==> src/pkg/rcr_pkg.sv <==
// Constants for the reset cause and memory remap block
// Contract
// - Every reset maps program memory at zero and clears the remap bit.
// - Setting the remap bit mirrors SRAM at address zero.
// - Clearing remap bit 0 restores program memory at address zero.
// - Vectors from zero to 0x20 come from the mirrored memory.
// - After reset execution starts in a hidden configuration kernel.
// - With boot mode pin high the kernel branches to vector zero.
// - Remap bit 4 is read-only; one means 32 kB program memory.
// - Remap bit 3 is read-only; one means 4 kB SRAM.
// - Power-on reset sets status bit 0.
// - Watchdog timeout reset sets status bit 1.
// - Writing one to status bit 2 forces a reset and stays set.
// - Status flags clear by ones written to the clear register; power-on reset also clears bits 1 and 2.
// - External pin reset leaves all status flags unchanged.
package rcr_pkg;
    // ------------------------------------------------------------
    // Register map
    // ------------------------------------------------------------
    localparam logic [31:0] REMAP_ADDR = 32'hFFFF0220;
    localparam logic [31:0] STATUS_ADDR = 32'hFFFF0230;
    localparam logic [31:0] CLEAR_ADDR = 32'hFFFF0234;
    localparam logic [31:0] IRQ_STATUS_ADDR = 32'hFFFF0240;
    localparam logic [31:0] IRQ_MASK_ADDR = 32'hFFFF0244;
    // ------------------------------------------------------------
    // Fields and reset values
    // ------------------------------------------------------------
    localparam int REMAP_BIT = 0;
    localparam int SRAM_SMALL_BIT = 3;
    localparam int FLASH_SMALL_BIT = 4;
    localparam int POR_BIT = 0;
    localparam int WDT_BIT = 1;
    localparam int SW_BIT = 2;
    localparam int IRQ_WDT_BIT = 0;
    localparam int IRQ_EXT_BIT = 1;
    localparam int IRQ_BOOT_BIT = 2;
    localparam logic [2:0] STATUS_RESET = 3'h1;
    localparam logic [2:0] CLEAR_RESET = 3'h0;
    localparam logic [2:0] IRQ_RESET = 3'h0;
    localparam logic REMAP_RESET = 1'b0;
    localparam logic [31:0] VECTOR_TOP = 32'h00000020;
    localparam logic [31:0] RESET_VECTOR = 32'h00000000;
    localparam logic [1:0] RESP_OKAY = 2'h0;
    localparam logic [1:0] RESP_SLVERR = 2'h2;
    // ------------------------------------------------------------
    // Timing
    // ------------------------------------------------------------
    localparam int CLK_NS = 10;
    localparam int RESET_HOLD_NS = 40;
    localparam int KERNEL_NS = 200;
    localparam int RESET_HOLD_CYCLES = (RESET_HOLD_NS + CLK_NS - 1) / CLK_NS;
    localparam int KERNEL_CYCLES = (KERNEL_NS + CLK_NS - 1) / CLK_NS;
    // ------------------------------------------------------------
    // Types
    // ------------------------------------------------------------
    typedef enum logic [1:0] {
        BOOT_RESET, BOOT_KERNEL, BOOT_USER, BOOT_DOWNLOAD
    } rcr_boot_type;
    typedef enum logic [2:0] {
        SEL_NONE, SEL_REMAP, SEL_STATUS, SEL_CLEAR, SEL_IRQ_ST, SEL_MASK
    } rcr_sel_type;
endpackage

==> src/hdl/rcr_reset_remap.sv <==
// Reset cause recording, reset sequencing and memory remap control
//
// Register access over AXI4-Lite is this design's own decision.
`timescale 1ns/1ps
module rcr_reset_remap #(
    parameter logic FLASH_SMALL = 1'b0,
    parameter logic SRAM_SMALL = 1'b0
) (
    // Clock and power-on reset
    input wire logic aclk,
    input wire logic aresetn,
    // AXI4-Lite write channels
    input wire logic [31:0] s_axi_awaddr,
    input wire logic s_axi_awvalid,
    output logic s_axi_awready,
    input wire logic [31:0] s_axi_wdata,
    input wire logic [3:0] s_axi_wstrb,
    input wire logic s_axi_wvalid,
    output logic s_axi_wready,
    output logic [1:0] s_axi_bresp,
    output logic s_axi_bvalid,
    input wire logic s_axi_bready,
    // AXI4-Lite read channels
    input wire logic [31:0] s_axi_araddr,
    input wire logic s_axi_arvalid,
    output logic s_axi_arready,
    output logic [31:0] s_axi_rdata,
    output logic [1:0] s_axi_rresp,
    output logic s_axi_rvalid,
    input wire logic s_axi_rready,
    // Reset sources and pins
    input wire logic wdt_timeout,
    input wire logic ext_reset_pin_n,
    input wire logic boot_mode_pin,
    // Core fetch address and memory mapping
    input wire logic [31:0] fetch_addr,
    output logic sram_at_zero,
    output logic vec_from_sram,
    // Boot, chip reset and interrupt
    output logic sys_reset_n,
    output logic kernel_active,
    output logic core_start,
    output logic [31:0] boot_vector,
    output logic irq
);
    // ------------------------------------------------------------
    // Address decode
    // ------------------------------------------------------------
    function automatic rcr_pkg::rcr_sel_type sel(input logic [31:0] a);
        case (a)
            rcr_pkg::REMAP_ADDR: sel = rcr_pkg::SEL_REMAP;
            rcr_pkg::STATUS_ADDR: sel = rcr_pkg::SEL_STATUS;
            rcr_pkg::CLEAR_ADDR: sel = rcr_pkg::SEL_CLEAR;
            rcr_pkg::IRQ_STATUS_ADDR: sel = rcr_pkg::SEL_IRQ_ST;
            rcr_pkg::IRQ_MASK_ADDR: sel = rcr_pkg::SEL_MASK;
            default: sel = rcr_pkg::SEL_NONE;
        endcase
    endfunction

    logic aw_held, w_held, next_aw_held, next_w_held;
    logic [31:0] aw_addr, w_data, next_aw_addr, next_w_data;
    logic w_lane0, next_w_lane0;
    logic next_awready, next_wready, next_bvalid, next_arready;
    logic next_rvalid;
    logic [1:0] next_bresp, next_rresp;
    logic [31:0] next_rdata;
    logic wr_fire, wr_en;
    rcr_pkg::rcr_sel_type wsel;
    logic remap, next_remap;
    logic [2:0] status, next_status, clear_reg, next_clear;
    logic [2:0] irq_st, next_irq_st, irq_mask, next_irq_mask;
    logic next_irq, next_sram_at_zero, next_vec_from_sram;
    logic ext_s1, ext_s2, ext_prev, boot_s1, boot_s2;
    logic ext_fall, sw_req, rst_evt;
    logic [7:0] hold_cnt, next_hold_cnt, kcnt, next_kcnt;
    rcr_pkg::rcr_boot_type state, next_state;
    logic next_sys_reset_n, next_kernel_active, next_core_start;
    logic [31:0] next_boot_vector;

    // ------------------------------------------------------------
    // Pin synchronisers
    // ------------------------------------------------------------
    // Both pins are asynchronous; the second stage is used, and a third stage of the reset pin finds its falling edge
    always_ff @(posedge aclk) begin
        if (!aresetn) begin
            ext_s1 <= 1'b1;
            ext_s2 <= 1'b1;
            ext_prev <= 1'b1;
            boot_s1 <= 1'b0;
            boot_s2 <= 1'b0;
        end else begin
            ext_s1 <= ext_reset_pin_n;
            ext_s2 <= ext_s1;
            ext_prev <= ext_s2;
            boot_s1 <= boot_mode_pin;
            boot_s2 <= boot_s1;
        end
    end

    // Reset events seen by this block
    assign ext_fall = ext_prev & ~ext_s2;
    assign wsel = sel(aw_addr);
    assign wr_fire = aw_held & w_held & ~s_axi_bvalid;
    assign wr_en = wr_fire & w_lane0;
    assign sw_req = wr_en & (wsel == rcr_pkg::SEL_STATUS)
        & w_data[rcr_pkg::SW_BIT];
    assign rst_evt = wdt_timeout | ext_fall | sw_req;

    // ------------------------------------------------------------
    // AXI4-Lite slave
    // ------------------------------------------------------------
    // One write and one read in flight; answer one cycle after both
    always_comb begin
        next_aw_held = aw_held ? ~wr_fire
            : (s_axi_awvalid & s_axi_awready);
        next_w_held = w_held ? ~wr_fire : (s_axi_wvalid & s_axi_wready);
        next_aw_addr = (s_axi_awvalid & s_axi_awready) ? s_axi_awaddr
            : aw_addr;
        next_w_data = (s_axi_wvalid & s_axi_wready) ? s_axi_wdata : w_data;
        next_w_lane0 = (s_axi_wvalid & s_axi_wready) ? s_axi_wstrb[0]
            : w_lane0;
        next_bvalid = wr_fire | (s_axi_bvalid & ~s_axi_bready);
        next_bresp = wr_fire ? ((wsel == rcr_pkg::SEL_NONE)
            ? rcr_pkg::RESP_SLVERR : rcr_pkg::RESP_OKAY) : s_axi_bresp;
        next_awready = ~next_aw_held & ~next_bvalid;
        next_wready = ~next_w_held & ~next_bvalid;
        next_rvalid = (s_axi_arvalid & s_axi_arready)
            | (s_axi_rvalid & ~s_axi_rready);
        next_arready = ~next_rvalid;
        next_rdata = s_axi_rdata;
        next_rresp = s_axi_rresp;
        if (s_axi_arvalid & s_axi_arready) begin
            next_rresp = rcr_pkg::RESP_OKAY;
            // Reserved bits read as zero
            case (sel(s_axi_araddr))
                rcr_pkg::SEL_REMAP: begin
                    next_rdata = 32'h0;
                    next_rdata[rcr_pkg::REMAP_BIT] = remap;
                    next_rdata[rcr_pkg::SRAM_SMALL_BIT] = SRAM_SMALL;
                    next_rdata[rcr_pkg::FLASH_SMALL_BIT] = FLASH_SMALL;
                end
                rcr_pkg::SEL_STATUS: next_rdata = {29'h0, status};
                rcr_pkg::SEL_CLEAR: next_rdata = {29'h0, clear_reg};
                rcr_pkg::SEL_IRQ_ST: next_rdata = {29'h0, irq_st};
                rcr_pkg::SEL_MASK: next_rdata = {29'h0, irq_mask};
                default: begin
                    next_rdata = 32'h0;
                    next_rresp = rcr_pkg::RESP_SLVERR;
                end
            endcase
        end
    end

    always_ff @(posedge aclk) begin
        if (!aresetn) begin
            aw_held <= 1'b0;
            w_held <= 1'b0;
            aw_addr <= 32'h0;
            w_data <= 32'h0;
            w_lane0 <= 1'b0;
            s_axi_awready <= 1'b0;
            s_axi_wready <= 1'b0;
            s_axi_bvalid <= 1'b0;
            s_axi_bresp <= 2'h0;
            s_axi_arready <= 1'b0;
            s_axi_rvalid <= 1'b0;
            s_axi_rdata <= 32'h0;
            s_axi_rresp <= 2'h0;
        end else begin
            aw_held <= next_aw_held;
            w_held <= next_w_held;
            aw_addr <= next_aw_addr;
            w_data <= next_w_data;
            w_lane0 <= next_w_lane0;
            s_axi_awready <= next_awready;
            s_axi_wready <= next_wready;
            s_axi_bvalid <= next_bvalid;
            s_axi_bresp <= next_bresp;
            s_axi_arready <= next_arready;
            s_axi_rvalid <= next_rvalid;
            s_axi_rdata <= next_rdata;
            s_axi_rresp <= next_rresp;
        end
    end

    // ------------------------------------------------------------
    // Registers, remap and interrupts
    // ------------------------------------------------------------
    // Hardware sets are applied after clears so an event is never lost
    always_comb begin
        next_remap = remap;
        next_status = status;
        next_clear = clear_reg;
        next_irq_st = irq_st;
        next_irq_mask = irq_mask;
        if (wr_en) begin
            case (wsel)
                rcr_pkg::SEL_REMAP:
                    next_remap = w_data[rcr_pkg::REMAP_BIT];
                rcr_pkg::SEL_CLEAR: begin
                    next_clear = w_data[2:0];
                    next_status = status & ~w_data[2:0];
                end
                rcr_pkg::SEL_IRQ_ST: next_irq_st = irq_st & ~w_data[2:0];
                rcr_pkg::SEL_MASK: next_irq_mask = w_data[2:0];
                default: next_remap = remap;
            endcase
        end
        // Any reset, or the chip held in reset, maps program memory
        if (rst_evt || state == rcr_pkg::BOOT_RESET)
            next_remap = rcr_pkg::REMAP_RESET;
        // External reset touches no status flag; others survive their own reset
        if (wdt_timeout)
            next_status[rcr_pkg::WDT_BIT] = 1'b1;
        if (sw_req)
            next_status[rcr_pkg::SW_BIT] = 1'b1;
        if (wdt_timeout)
            next_irq_st[rcr_pkg::IRQ_WDT_BIT] = 1'b1;
        if (ext_fall)
            next_irq_st[rcr_pkg::IRQ_EXT_BIT] = 1'b1;
        if (next_core_start)
            next_irq_st[rcr_pkg::IRQ_BOOT_BIT] = 1'b1;
        next_irq = |(next_irq_st & next_irq_mask);
        next_sram_at_zero = next_remap;
        next_vec_from_sram = next_remap
            & (fetch_addr <= rcr_pkg::VECTOR_TOP);
    end

    // Only power-on clears the cause flags to their reset value
    always_ff @(posedge aclk) begin
        if (!aresetn) begin
            remap <= rcr_pkg::REMAP_RESET;
            status <= rcr_pkg::STATUS_RESET;
            clear_reg <= rcr_pkg::CLEAR_RESET;
            irq_st <= rcr_pkg::IRQ_RESET;
            irq_mask <= rcr_pkg::IRQ_RESET;
            irq <= 1'b0;
            sram_at_zero <= rcr_pkg::REMAP_RESET;
            vec_from_sram <= 1'b0;
        end else begin
            remap <= next_remap;
            status <= next_status;
            clear_reg <= next_clear;
            irq_st <= next_irq_st;
            irq_mask <= next_irq_mask;
            irq <= next_irq;
            sram_at_zero <= next_sram_at_zero;
            vec_from_sram <= next_vec_from_sram;
        end
    end

    // ------------------------------------------------------------
    // Reset pulse and boot sequence
    // ------------------------------------------------------------
    // Kernel runs first; a low boot pin leaves it in download mode
    always_comb begin
        next_state = state;
        next_kcnt = kcnt;
        next_core_start = 1'b0;
        next_boot_vector = boot_vector;
        next_hold_cnt = (hold_cnt != 8'h0) ? hold_cnt - 8'h1 : hold_cnt;
        if (rst_evt) begin
            next_hold_cnt = 8'(rcr_pkg::RESET_HOLD_CYCLES);
            next_state = rcr_pkg::BOOT_RESET;
        end else begin
            case (state)
                rcr_pkg::BOOT_RESET:
                    if (next_hold_cnt == 8'h0) begin
                        next_state = rcr_pkg::BOOT_KERNEL;
                        next_kcnt = 8'(rcr_pkg::KERNEL_CYCLES);
                    end
                rcr_pkg::BOOT_KERNEL:
                    if (kcnt > 8'h1) begin
                        next_kcnt = kcnt - 8'h1;
                    end else if (boot_s2) begin
                        next_kcnt = 8'h0;
                        next_state = rcr_pkg::BOOT_USER;
                        next_core_start = 1'b1;
                        next_boot_vector = rcr_pkg::RESET_VECTOR;
                    end else begin
                        next_kcnt = 8'h0;
                        next_state = rcr_pkg::BOOT_DOWNLOAD;
                    end
                default: next_kcnt = kcnt;
            endcase
        end
        next_sys_reset_n = (next_state != rcr_pkg::BOOT_RESET);
        next_kernel_active = (next_state == rcr_pkg::BOOT_KERNEL)
            | (next_state == rcr_pkg::BOOT_DOWNLOAD);
    end

    always_ff @(posedge aclk) begin
        if (!aresetn) begin
            state <= rcr_pkg::BOOT_RESET;
            hold_cnt <= 8'(rcr_pkg::RESET_HOLD_CYCLES);
            kcnt <= 8'h0;
            sys_reset_n <= 1'b0;
            kernel_active <= 1'b0;
            core_start <= 1'b0;
            boot_vector <= 32'h0;
        end else begin
            state <= next_state;
            hold_cnt <= next_hold_cnt;
            kcnt <= next_kcnt;
            sys_reset_n <= next_sys_reset_n;
            kernel_active <= next_kernel_active;
            core_start <= next_core_start;
            boot_vector <= next_boot_vector;
        end
    end

    // ------------------------------------------------------------
    // Assertions
    // ------------------------------------------------------------
    property p_reset_unmaps;
        @(posedge aclk) disable iff (!aresetn)
        rst_evt |=> !sram_at_zero && !sys_reset_n;
    endproperty
    a_reset_unmaps: assert property (p_reset_unmaps)
        else $error("remap not cleared by reset");

    property p_remap_set;
        @(posedge aclk) disable iff (!aresetn)
        wr_en && wsel == rcr_pkg::SEL_REMAP && w_data[0] && !rst_evt
            && state != rcr_pkg::BOOT_RESET |=> sram_at_zero;
    endproperty
    a_remap_set: assert property (p_remap_set)
        else $error("remap set not applied");

    property p_remap_clr;
        @(posedge aclk) disable iff (!aresetn)
        wr_en && wsel == rcr_pkg::SEL_REMAP && !w_data[0] |=> !sram_at_zero;
    endproperty
    a_remap_clr: assert property (p_remap_clr)
        else $error("remap clear not applied");

    property p_vec_region;
        @(posedge aclk) disable iff (!aresetn)
        vec_from_sram |-> sram_at_zero
            && $past(fetch_addr) <= rcr_pkg::VECTOR_TOP;
    endproperty
    a_vec_region: assert property (p_vec_region)
        else $error("vector fetch outside mirrored region");

    property p_boot_branch;
        @(posedge aclk) disable iff (!aresetn)
        core_start |-> $past(kernel_active) && $past(boot_s2)
            && boot_vector == rcr_pkg::RESET_VECTOR;
    endproperty
    a_boot_branch: assert property (p_boot_branch)
        else $error("branch without kernel or boot pin");

    property p_wdt_flag;
        @(posedge aclk) disable iff (!aresetn)
        wdt_timeout |=> status[rcr_pkg::WDT_BIT];
    endproperty
    a_wdt_flag: assert property (p_wdt_flag)
        else $error("watchdog flag not set");

    property p_sw_reset;
        @(posedge aclk) disable iff (!aresetn)
        sw_req |=> status[rcr_pkg::SW_BIT] && !sys_reset_n;
    endproperty
    a_sw_reset: assert property (p_sw_reset)
        else $error("software reset not taken");

    property p_clear_only;
        @(posedge aclk) disable iff (!aresetn)
        |($past(status) & ~status) |-> $past(wr_en)
            && $past(wsel) == rcr_pkg::SEL_CLEAR;
    endproperty
    a_clear_only: assert property (p_clear_only)
        else $error("status flag fell without clear write");

    property p_ext_keeps;
        @(posedge aclk) disable iff (!aresetn)
        ext_fall && !wdt_timeout && !wr_en |=> status == $past(status);
    endproperty
    a_ext_keeps: assert property (p_ext_keeps)
        else $error("external reset changed status");

    property p_irq_level;
        @(posedge aclk) disable iff (!aresetn)
        irq == |(irq_st & irq_mask);
    endproperty
    a_irq_level: assert property (p_irq_level)
        else $error("interrupt disagrees with status and mask");
endmodule

==> config.mk <==
export PLATFORM = sky130hd
export DESIGN_NAME = rcr_reset_remap
export DESIGN_NICKNAME = d
export VERILOG_FILES = /design/src/pkg/rcr_pkg.sv /design/src/hdl/rcr_reset_remap.sv
export SDC_FILE = /design/constraint.sdc
export NUM_CORES = 1
export LEC_CHECK = 0
export BUFFER_PORTS_ARGS = -buffer_cell sky130_fd_sc_hd__buf_2
export CELL_PAD_IN_SITES_DETAIL_PLACEMENT = 0
export CELL_PAD_IN_SITES_GLOBAL_PLACEMENT = 1
export CORE_ASPECT_RATIO = 0.9
export CORE_UTILIZATION = 34
export DETAILED_ROUTE_END_ITERATION = 8
export PLACE_DENSITY = 0.85
export REMOVE_ABC_BUFFERS = 1
export SYNTH_ARGS = -nofsm -noshare
export SYNTH_HDL_FRONTEND = slang
export SYNTH_SLANG_ARGS = --single-unit
==> constraint.sdc <==
create_clock -name aclk -period 6.74 [get_ports aclk]
set_clock_uncertainty 0.05 [all_clocks]
set_input_delay 0.674 -clock aclk [delete_from_list [all_inputs] [get_ports aclk]]
set_output_delay 0.674 -clock aclk [all_outputs]
set_load 0.01 [all_outputs]
==> results of run 1 <==
==> cells by family (layout without fill, tap and decap cells) <==
logic type / Yosys count / in the layout / synth area share, %
other cells: 1 / 63 / 0.0852
simple gates: 250 / 250 / 29.2
fa+ha+maj: 3 / 3 / 0.853
buf+inv: 92 / 153 / 13.4
compound gates: 89 / 89 / 12.3
flops: 88 / 88 / 40.0
mux: 13 / 13 / 2.96
xor+xnor: 6 / 6 / 1.19
==> final cells by class <==
type                    instances  area, sq um  area share (%)
well taps                     164          205            3.91
repair buffers                126          633            12.1
multi-input cells             424         2280            43.4
clock inverters                 5         87.6            1.67
inverters                      11         41.3           0.786
clock buffers                  11          243            4.62
flip-flops and latches         88         1760            33.5
==> per-layer routing <==
layer	track usage (%)	share of wire, %	vias to the layer above
li1	-	-	2004
met1	18.8	45	1788
met2	25.9	46	153
met3	3.99	7.2	10
met4	5.03	1.1	0
met5	0	0	-
==> power by group <==
part / leakage [nW] / switching [mW] / total (mW) / internal (mW)
Sequential: 0.717 / 0.0174 / 0.558 / 0.541
Combinational: 1.37 / 0.0839 / 0.141 / 0.0570
Clock: 0.158 / 0.205 / 0.544 / 0.339
==> worst reg2reg max path: cells and delay by family (launching register included) <==
family,cells,cell delay (ps)
AO/OA/AOI/OAI,2,350
AND/OR/NAND/NOR,4,1490
buffers and inverters,1,90
flip-flops,1,350
adder cells (fa/ha/maj),1,270
==> per-stage QoR <==
stage	hold slack [ps]	util, %	cells	area, sq um
3_5_place_dp	379	38.9	813	4920
4_1_cts	391	41.6	829	5250
5_1_grt	404	41.6	829	5250
2_1_floorplan	336	-	523	4080
3_3_place_gp	353	38.9	813	4920
6_report	388	41.6	829	5250
==> path summary, 6_finish.rpt <==
path	endpoint	cells after the start	slack, ps
max	irq$_SDFF_PN0_	8	4080
min	boot_s2$_SDFF_PN0_	1	390
max reg2reg	irq$_SDFF_PN0_	8	4080
min reg2reg	boot_s2$_SDFF_PN0_	1	390
==> synthesized netlist by cell type (2+ instances only) <==
cell type	instances
nand2_1	91
dfxtp_1	88
buf_4	63
a21oi_1	54
nor2_1	42
nand4_1	18
nor3_1	16
clkbuf_1	13
mux2i_1	13
nand3_1	13
nor4_1	13
o21ai_0	11
inv_1	10
nand2b_1	9
nor2b_1	7
and3_1	6
xnor2_1	5
and2_1	4
or3_1	4
or4_1	4
buf_1	3
ha_1	3
nand4b_1	3
or4b_1	3
a211o_1	2
a31oi_1	2
a32oi_1	2
nand3_2	2
nor3b_1	2
o21a_1	2
o21ai_1	2
o221a_2	2
==> placed cells by master (no fill, tap or decap), types with 3 or more instances in the layout <==
cell	count
nand2_1	91
or4_1	4
nor3_1	16
or4b_1	3
nand4_1	18
nand2b_1	9
a21oi_1	54
nor2_1	42
mux2i_1	13
nand4b_1	3
buf_2	125
nor4_1	13
ha_1	3
and3_1	6
dfxtp_1	88
conb_1	63
or3_1	4
and2_1	4
nand3_1	13
inv_1	10
clkbuf_16	9
nor2b_1	7
o21ai_0	11
xnor2_1	5
==> run metrics, run 1 <==
status finished, violations left; worst min-delay path category register to register; Max H-tree Level 3; CTS sink count 88; Syn Std Cell Area 4400 sq um; number of synthesized register bits 88; period utilisation layout 39.4%; initial antenna violation count 0; CTS Hold Buffers Added 0; Crit Path Class register to register; post-synth top area share 40.0%; failing checks design-rule violations; hold_sp boot_s1$_SDFF_PN0_; WP data required 6970 ps; Most flops, register aw_addr; Post-Route WL 10100 um; cell row count 39; Tot Pwr 1.24 mW; Cell Pwr Density 237 nW/um^2; Root Driver clkbuf_16; P_leak 2.25 nW; Seq/Total Area, Yosys 40.0%; RSZ-0062 raised after global routing false; crit-path leading delay family simple AND/OR/NAND/NOR gates; DP Worst Slack 3820 ps; die span in x 122 um; Main synth FF type dfxtp_1; Netlist cell types 62; vias in the first global route 3533; residual DRC count 2; DP HPWL 7640 um; crit path launch type register; first-pass GRT wire length 16000 um; DR vias/cell 4.77; post-synth top area cell dfxtp_1; fill cell count 1292; Crit Path Max Fanout 7; top post-synthesis cells by area dfxtp_1 40%, buf_4 11%, nand2_1 7.8%; Pre-antenna DRT Iters 6; fraction of registers with async set/reset 0%; Critical Path AT 2890 ps; setup TNS 0 ps; Max Slew Vio Count 0; launching point of the worst reg2reg path kcnt[0]$_SDFFE_PN0P_; GP Congestion 0.812; nets@finish 805; starting DRC count in detailed routing 165; critical path's largest stage delay 890 ps; worst path cell trace inv_1 > ha_1 > nor2_1 > nor4bb_1 > and3_1 > nand4_1 > a21oi_1 > a211o_1; core area 12600 sq um; clk buf depth 2; number of CTS-inserted buffers 9; Wirelength per Cell 12.2 um; post-cts gate resize count 0; Final WS setup 4080 ps; crit path from kcnt[0]$_SDFFE_PN0P_; Reg clk slew, reported paths 60 ps; post-layout min period 2660 ps; synthesized instance count 542; number of flops mapped to enable cells by yosys 0; Regs by FF count aw_addr: 32 flops, hold_cnt: 8 flops, kcnt: 8 flops; number of max-cap violations 0; Slew headroom 29.3%; total global routing overflow 0; Final Hold Fails 0; Chip Height 110 um; number of buffers added on ports 125; CTS tree built; routed via count 3955; post-route antenna net violation count 0; post-CTS setup buffers 0; I/O pin count 221; die footprint 13400 sq um; endpoints failing setup 0; crit end category register; crit path buf inv count 1; largest net degree at the start of global routing 49; initial core utilization 34.8%; Total GRT Usage 15.3%; Clock Latency Late Sink 340 ps; maximum VDD drop 0.000120 V; Largest register FFs 32; n_diodes 0; Avg Cell Area, Syn 8.12 sq um; layout cell share with drive strength beyond 1 23.2%; Ys Warns 0; Fmax 0.376 GHz; Least-Margin Pin Slew 1050 ps; slowest cell on the critical path nor4bb_1; area delta synth->final 19.4%
Note: power is estimated with default switching activity, not from simulation.
==> run 2: changes to the inputs <==
--- a/config.mk
+++ b/config.mk
@@ -9,9 +9,9 @@
 export CELL_PAD_IN_SITES_DETAIL_PLACEMENT = 0
 export CELL_PAD_IN_SITES_GLOBAL_PLACEMENT = 1
 export CORE_ASPECT_RATIO = 0.9
-export CORE_UTILIZATION = 34
+export CORE_UTILIZATION = 29
 export DETAILED_ROUTE_END_ITERATION = 8
-export PLACE_DENSITY = 0.85
+export PLACE_DENSITY = 0.77
 export REMOVE_ABC_BUFFERS = 1
 export SYNTH_ARGS = -nofsm -noshare
 export SYNTH_HDL_FRONTEND = slang
==> constraint.sdc (replaced) <==
create_clock -name aclk -period 2.2 [get_ports aclk]
set_clock_uncertainty 0.05 [all_clocks]
set_input_delay 0.22 -clock aclk [delete_from_list [all_inputs] [get_ports aclk]]
set_output_delay 0.22 -clock aclk [all_outputs]
set_load 0.01 [all_outputs]
==> run metrics, run 2 (synthesis results as in run 1) <==
status finished, violations left; failing checks negative setup slack; Final WS setup -18.6 ps (-4100 ps); Root Driver clkbuf_16; clk buf depth 2 (unchanged); worst min-delay path category input pin to register; initial core utilization 29.8% (-5.0 points); endpoints failing setup 3 (+3); Max Slew Vio Count 0 (unchanged); Cell Pwr Density 692 nW/um^2 (+190%); Flop pwr share 43.0% (-1.9 points); number of max-cap violations 0 (unchanged); most frequent cells in the layout 125 x buf_2, 90 x nand2_1, 85 x dfxtp_1, 63 x conb_1, 54 x a21oi_1; GP Congestion 0.782 (-3.6%); Max H-tree Level 3 (unchanged); first-pass GRT wire length 17600 um (+9.8%); Fmax 0.451 GHz (+20%); number of buffers added on ports 125 (unchanged); maximum VDD drop 0.000371 V (+210%); crit path launch type register; Critical Path AT 2390 ps (-500 ps); largest net degree at the start of global routing 34 (-31%); die span in x 132 um (+8.1%); total global routing overflow 0 (unchanged); Pre-antenna DRT Iters 4 (-2); critical path's largest stage delay 570 ps (-320 ps); placed cell areas 5270 sq um (+7.1%); combinational power share 12.6% (+1.3 points); Slew headroom 58.4% (+29 points); initial antenna violation count 0 (unchanged); area delta synth->final 30.3%; nets@finish 850 (+5.6%); Wirelength per Cell 11.9 um (-2.5%); Chip Height 119 um (+8.1%); CTS sink count 88 (unchanged); cell row count 42 (+7.7%); Clock Latency Late Sink 330 ps (about the same); fill cell count 1536 (+19%); Final Cell Area 5730 sq um (+9.1%); DR vias/cell 4.46 (-6.5%); DP Worst Slack -133 ps (-3950 ps); Total GRT Usage 13.8% (-1.4 points); core area 14800 sq um (+17%); Crit Path Max Fanout 5 (-2); Most flops, register aw_addr; n_diodes 0 (unchanged); period utilisation layout 101% (+61 points); commonest non-fill, non-tap cell in the layout buf_2; crit end category register; slowest cell on the critical path or4b_4; Multi-input gate area 2350 sq um (+3.2%); residual DRC count 0 (-2); WP data required 2380 ps (-4590 ps); worst path cell trace or4b_4 > nor4_4 > buf_6 > nand2_4 > or3_4 > nor3b_2 > nor2_1; vias in the first global route 3755 (+6.3%); post-layout min period 2220 ps (-438 ps); Final Hold Fails 0 (unchanged); Regs by FF count aw_addr: 32 flops, hold_cnt: 8 flops, kcnt: 8 flops; die footprint 15700 sq um (+17%); Crit Path Class register to register; DP HPWL 8200 um (+7.4%); P_int 3.02 mW (+220%); I/O pin count 221 (unchanged); Largest register FFs 32 (unchanged); Post-Route WL 10800 um (+6.8%); post-route antenna net violation count 0 (unchanged); Clk network pwr share 44.4% (+0.6 points); layout cell share with drive strength beyond 1 29.9% (+6.7 points); Reg clk slew, reported paths 60 ps (about the same); P_leak 2.50 nW (+11%); area occupied by registers 1770 sq um (+0.21%); Net Sw Power 0.944 mW (+210%); CTS tree built; RSZ-0062 raised after global routing true; number of CTS-inserted buffers 9 (unchanged); Least-Margin Pin Slew 618 ps (-428 ps); routed via count 4050 (+2.4%); Net Sw Frac 23.8% (-0.85 points); starting DRC count in detailed routing 183 (+11%)
[run 2: timing repair]
action | 4_1_cts | 5_1_grt
setup endpoints to repair | 8 | 20
pin swaps | 5 | 8
hold buffers | 0 | 0
setup buffers | 2 | 2
gates resized for setup | 8 | 10
[run 2: worst max-delay path: cells and delay by family (launching register included)]
kind / cells / cell delay, ps
and+or+nand+nor: 6 / 1570
DFF: 1 / 320
buffers and inverters: 1 / 160
[run 2: final cells by class]
class,count,area share (%)
inverter,11,0.720
tap,198,4.32
clock inverter,5,1.81
multi-input combinational,424,41.1
clock buffer,11,4.23
timing repair buffer,171,17.1
sequential,88,30.8
[run 2: routing by layer]
metal / global-route usage (%) / routed length, um / vias up
li1: - / - / 2096
met1: 17.9 / 5190 / 1808
met2: 22.6 / 4890 / 134
met3: 3.28 / 605 / 12
met4: 4.58 / 140 / 0
met5: 0 / 0 / -
[run 2: power by group through the flow]
stage	clock, mW	combinational [mW]	sequential [mW]
3_3_place_gp	0	0.489	1.74
3_5_place_dp	0	0.491	1.74
6_report	1.76	0.500	1.71
4_1_cts	1.79	0.497	1.71
2_1_floorplan	0	0.257	1.74
5_1_grt	1.86	0.559	1.72
[run 2: final timing paths]
path / endpoint / slack [ps] / cells after the start / startpoint
min: ext_s1$_SDFF_PN1_ / 20 / 2 / ext_reset_pin_n
min reg2reg: boot_s2$_SDFF_PN0_ / 380 / 1 / boot_s1$_SDFF_PN0_
max reg2reg: status[1]$_SDFFE_PN0P_ / -20 / 7 / aw_addr[1]$_SDFFE_PN0P_
max: status[1]$_SDFFE_PN0P_ / -20 / 7 / aw_addr[1]$_SDFFE_PN0P_
[run 2: metrics by stage]
step,setup TNS [ps],power [mW],hold slack [ps],utilization (%),std cells
global route,-773,4.13,35.4,38.8,908
finish,-30.0,3.97,21.9,38.8,908
global placement,-292,2.23,359,35.7,888
CTS,-63.9,4.00,14.2,38.4,906
floorplan,0,1.99,232,-,523
detailed placement,-551,2.23,367,35.7,888
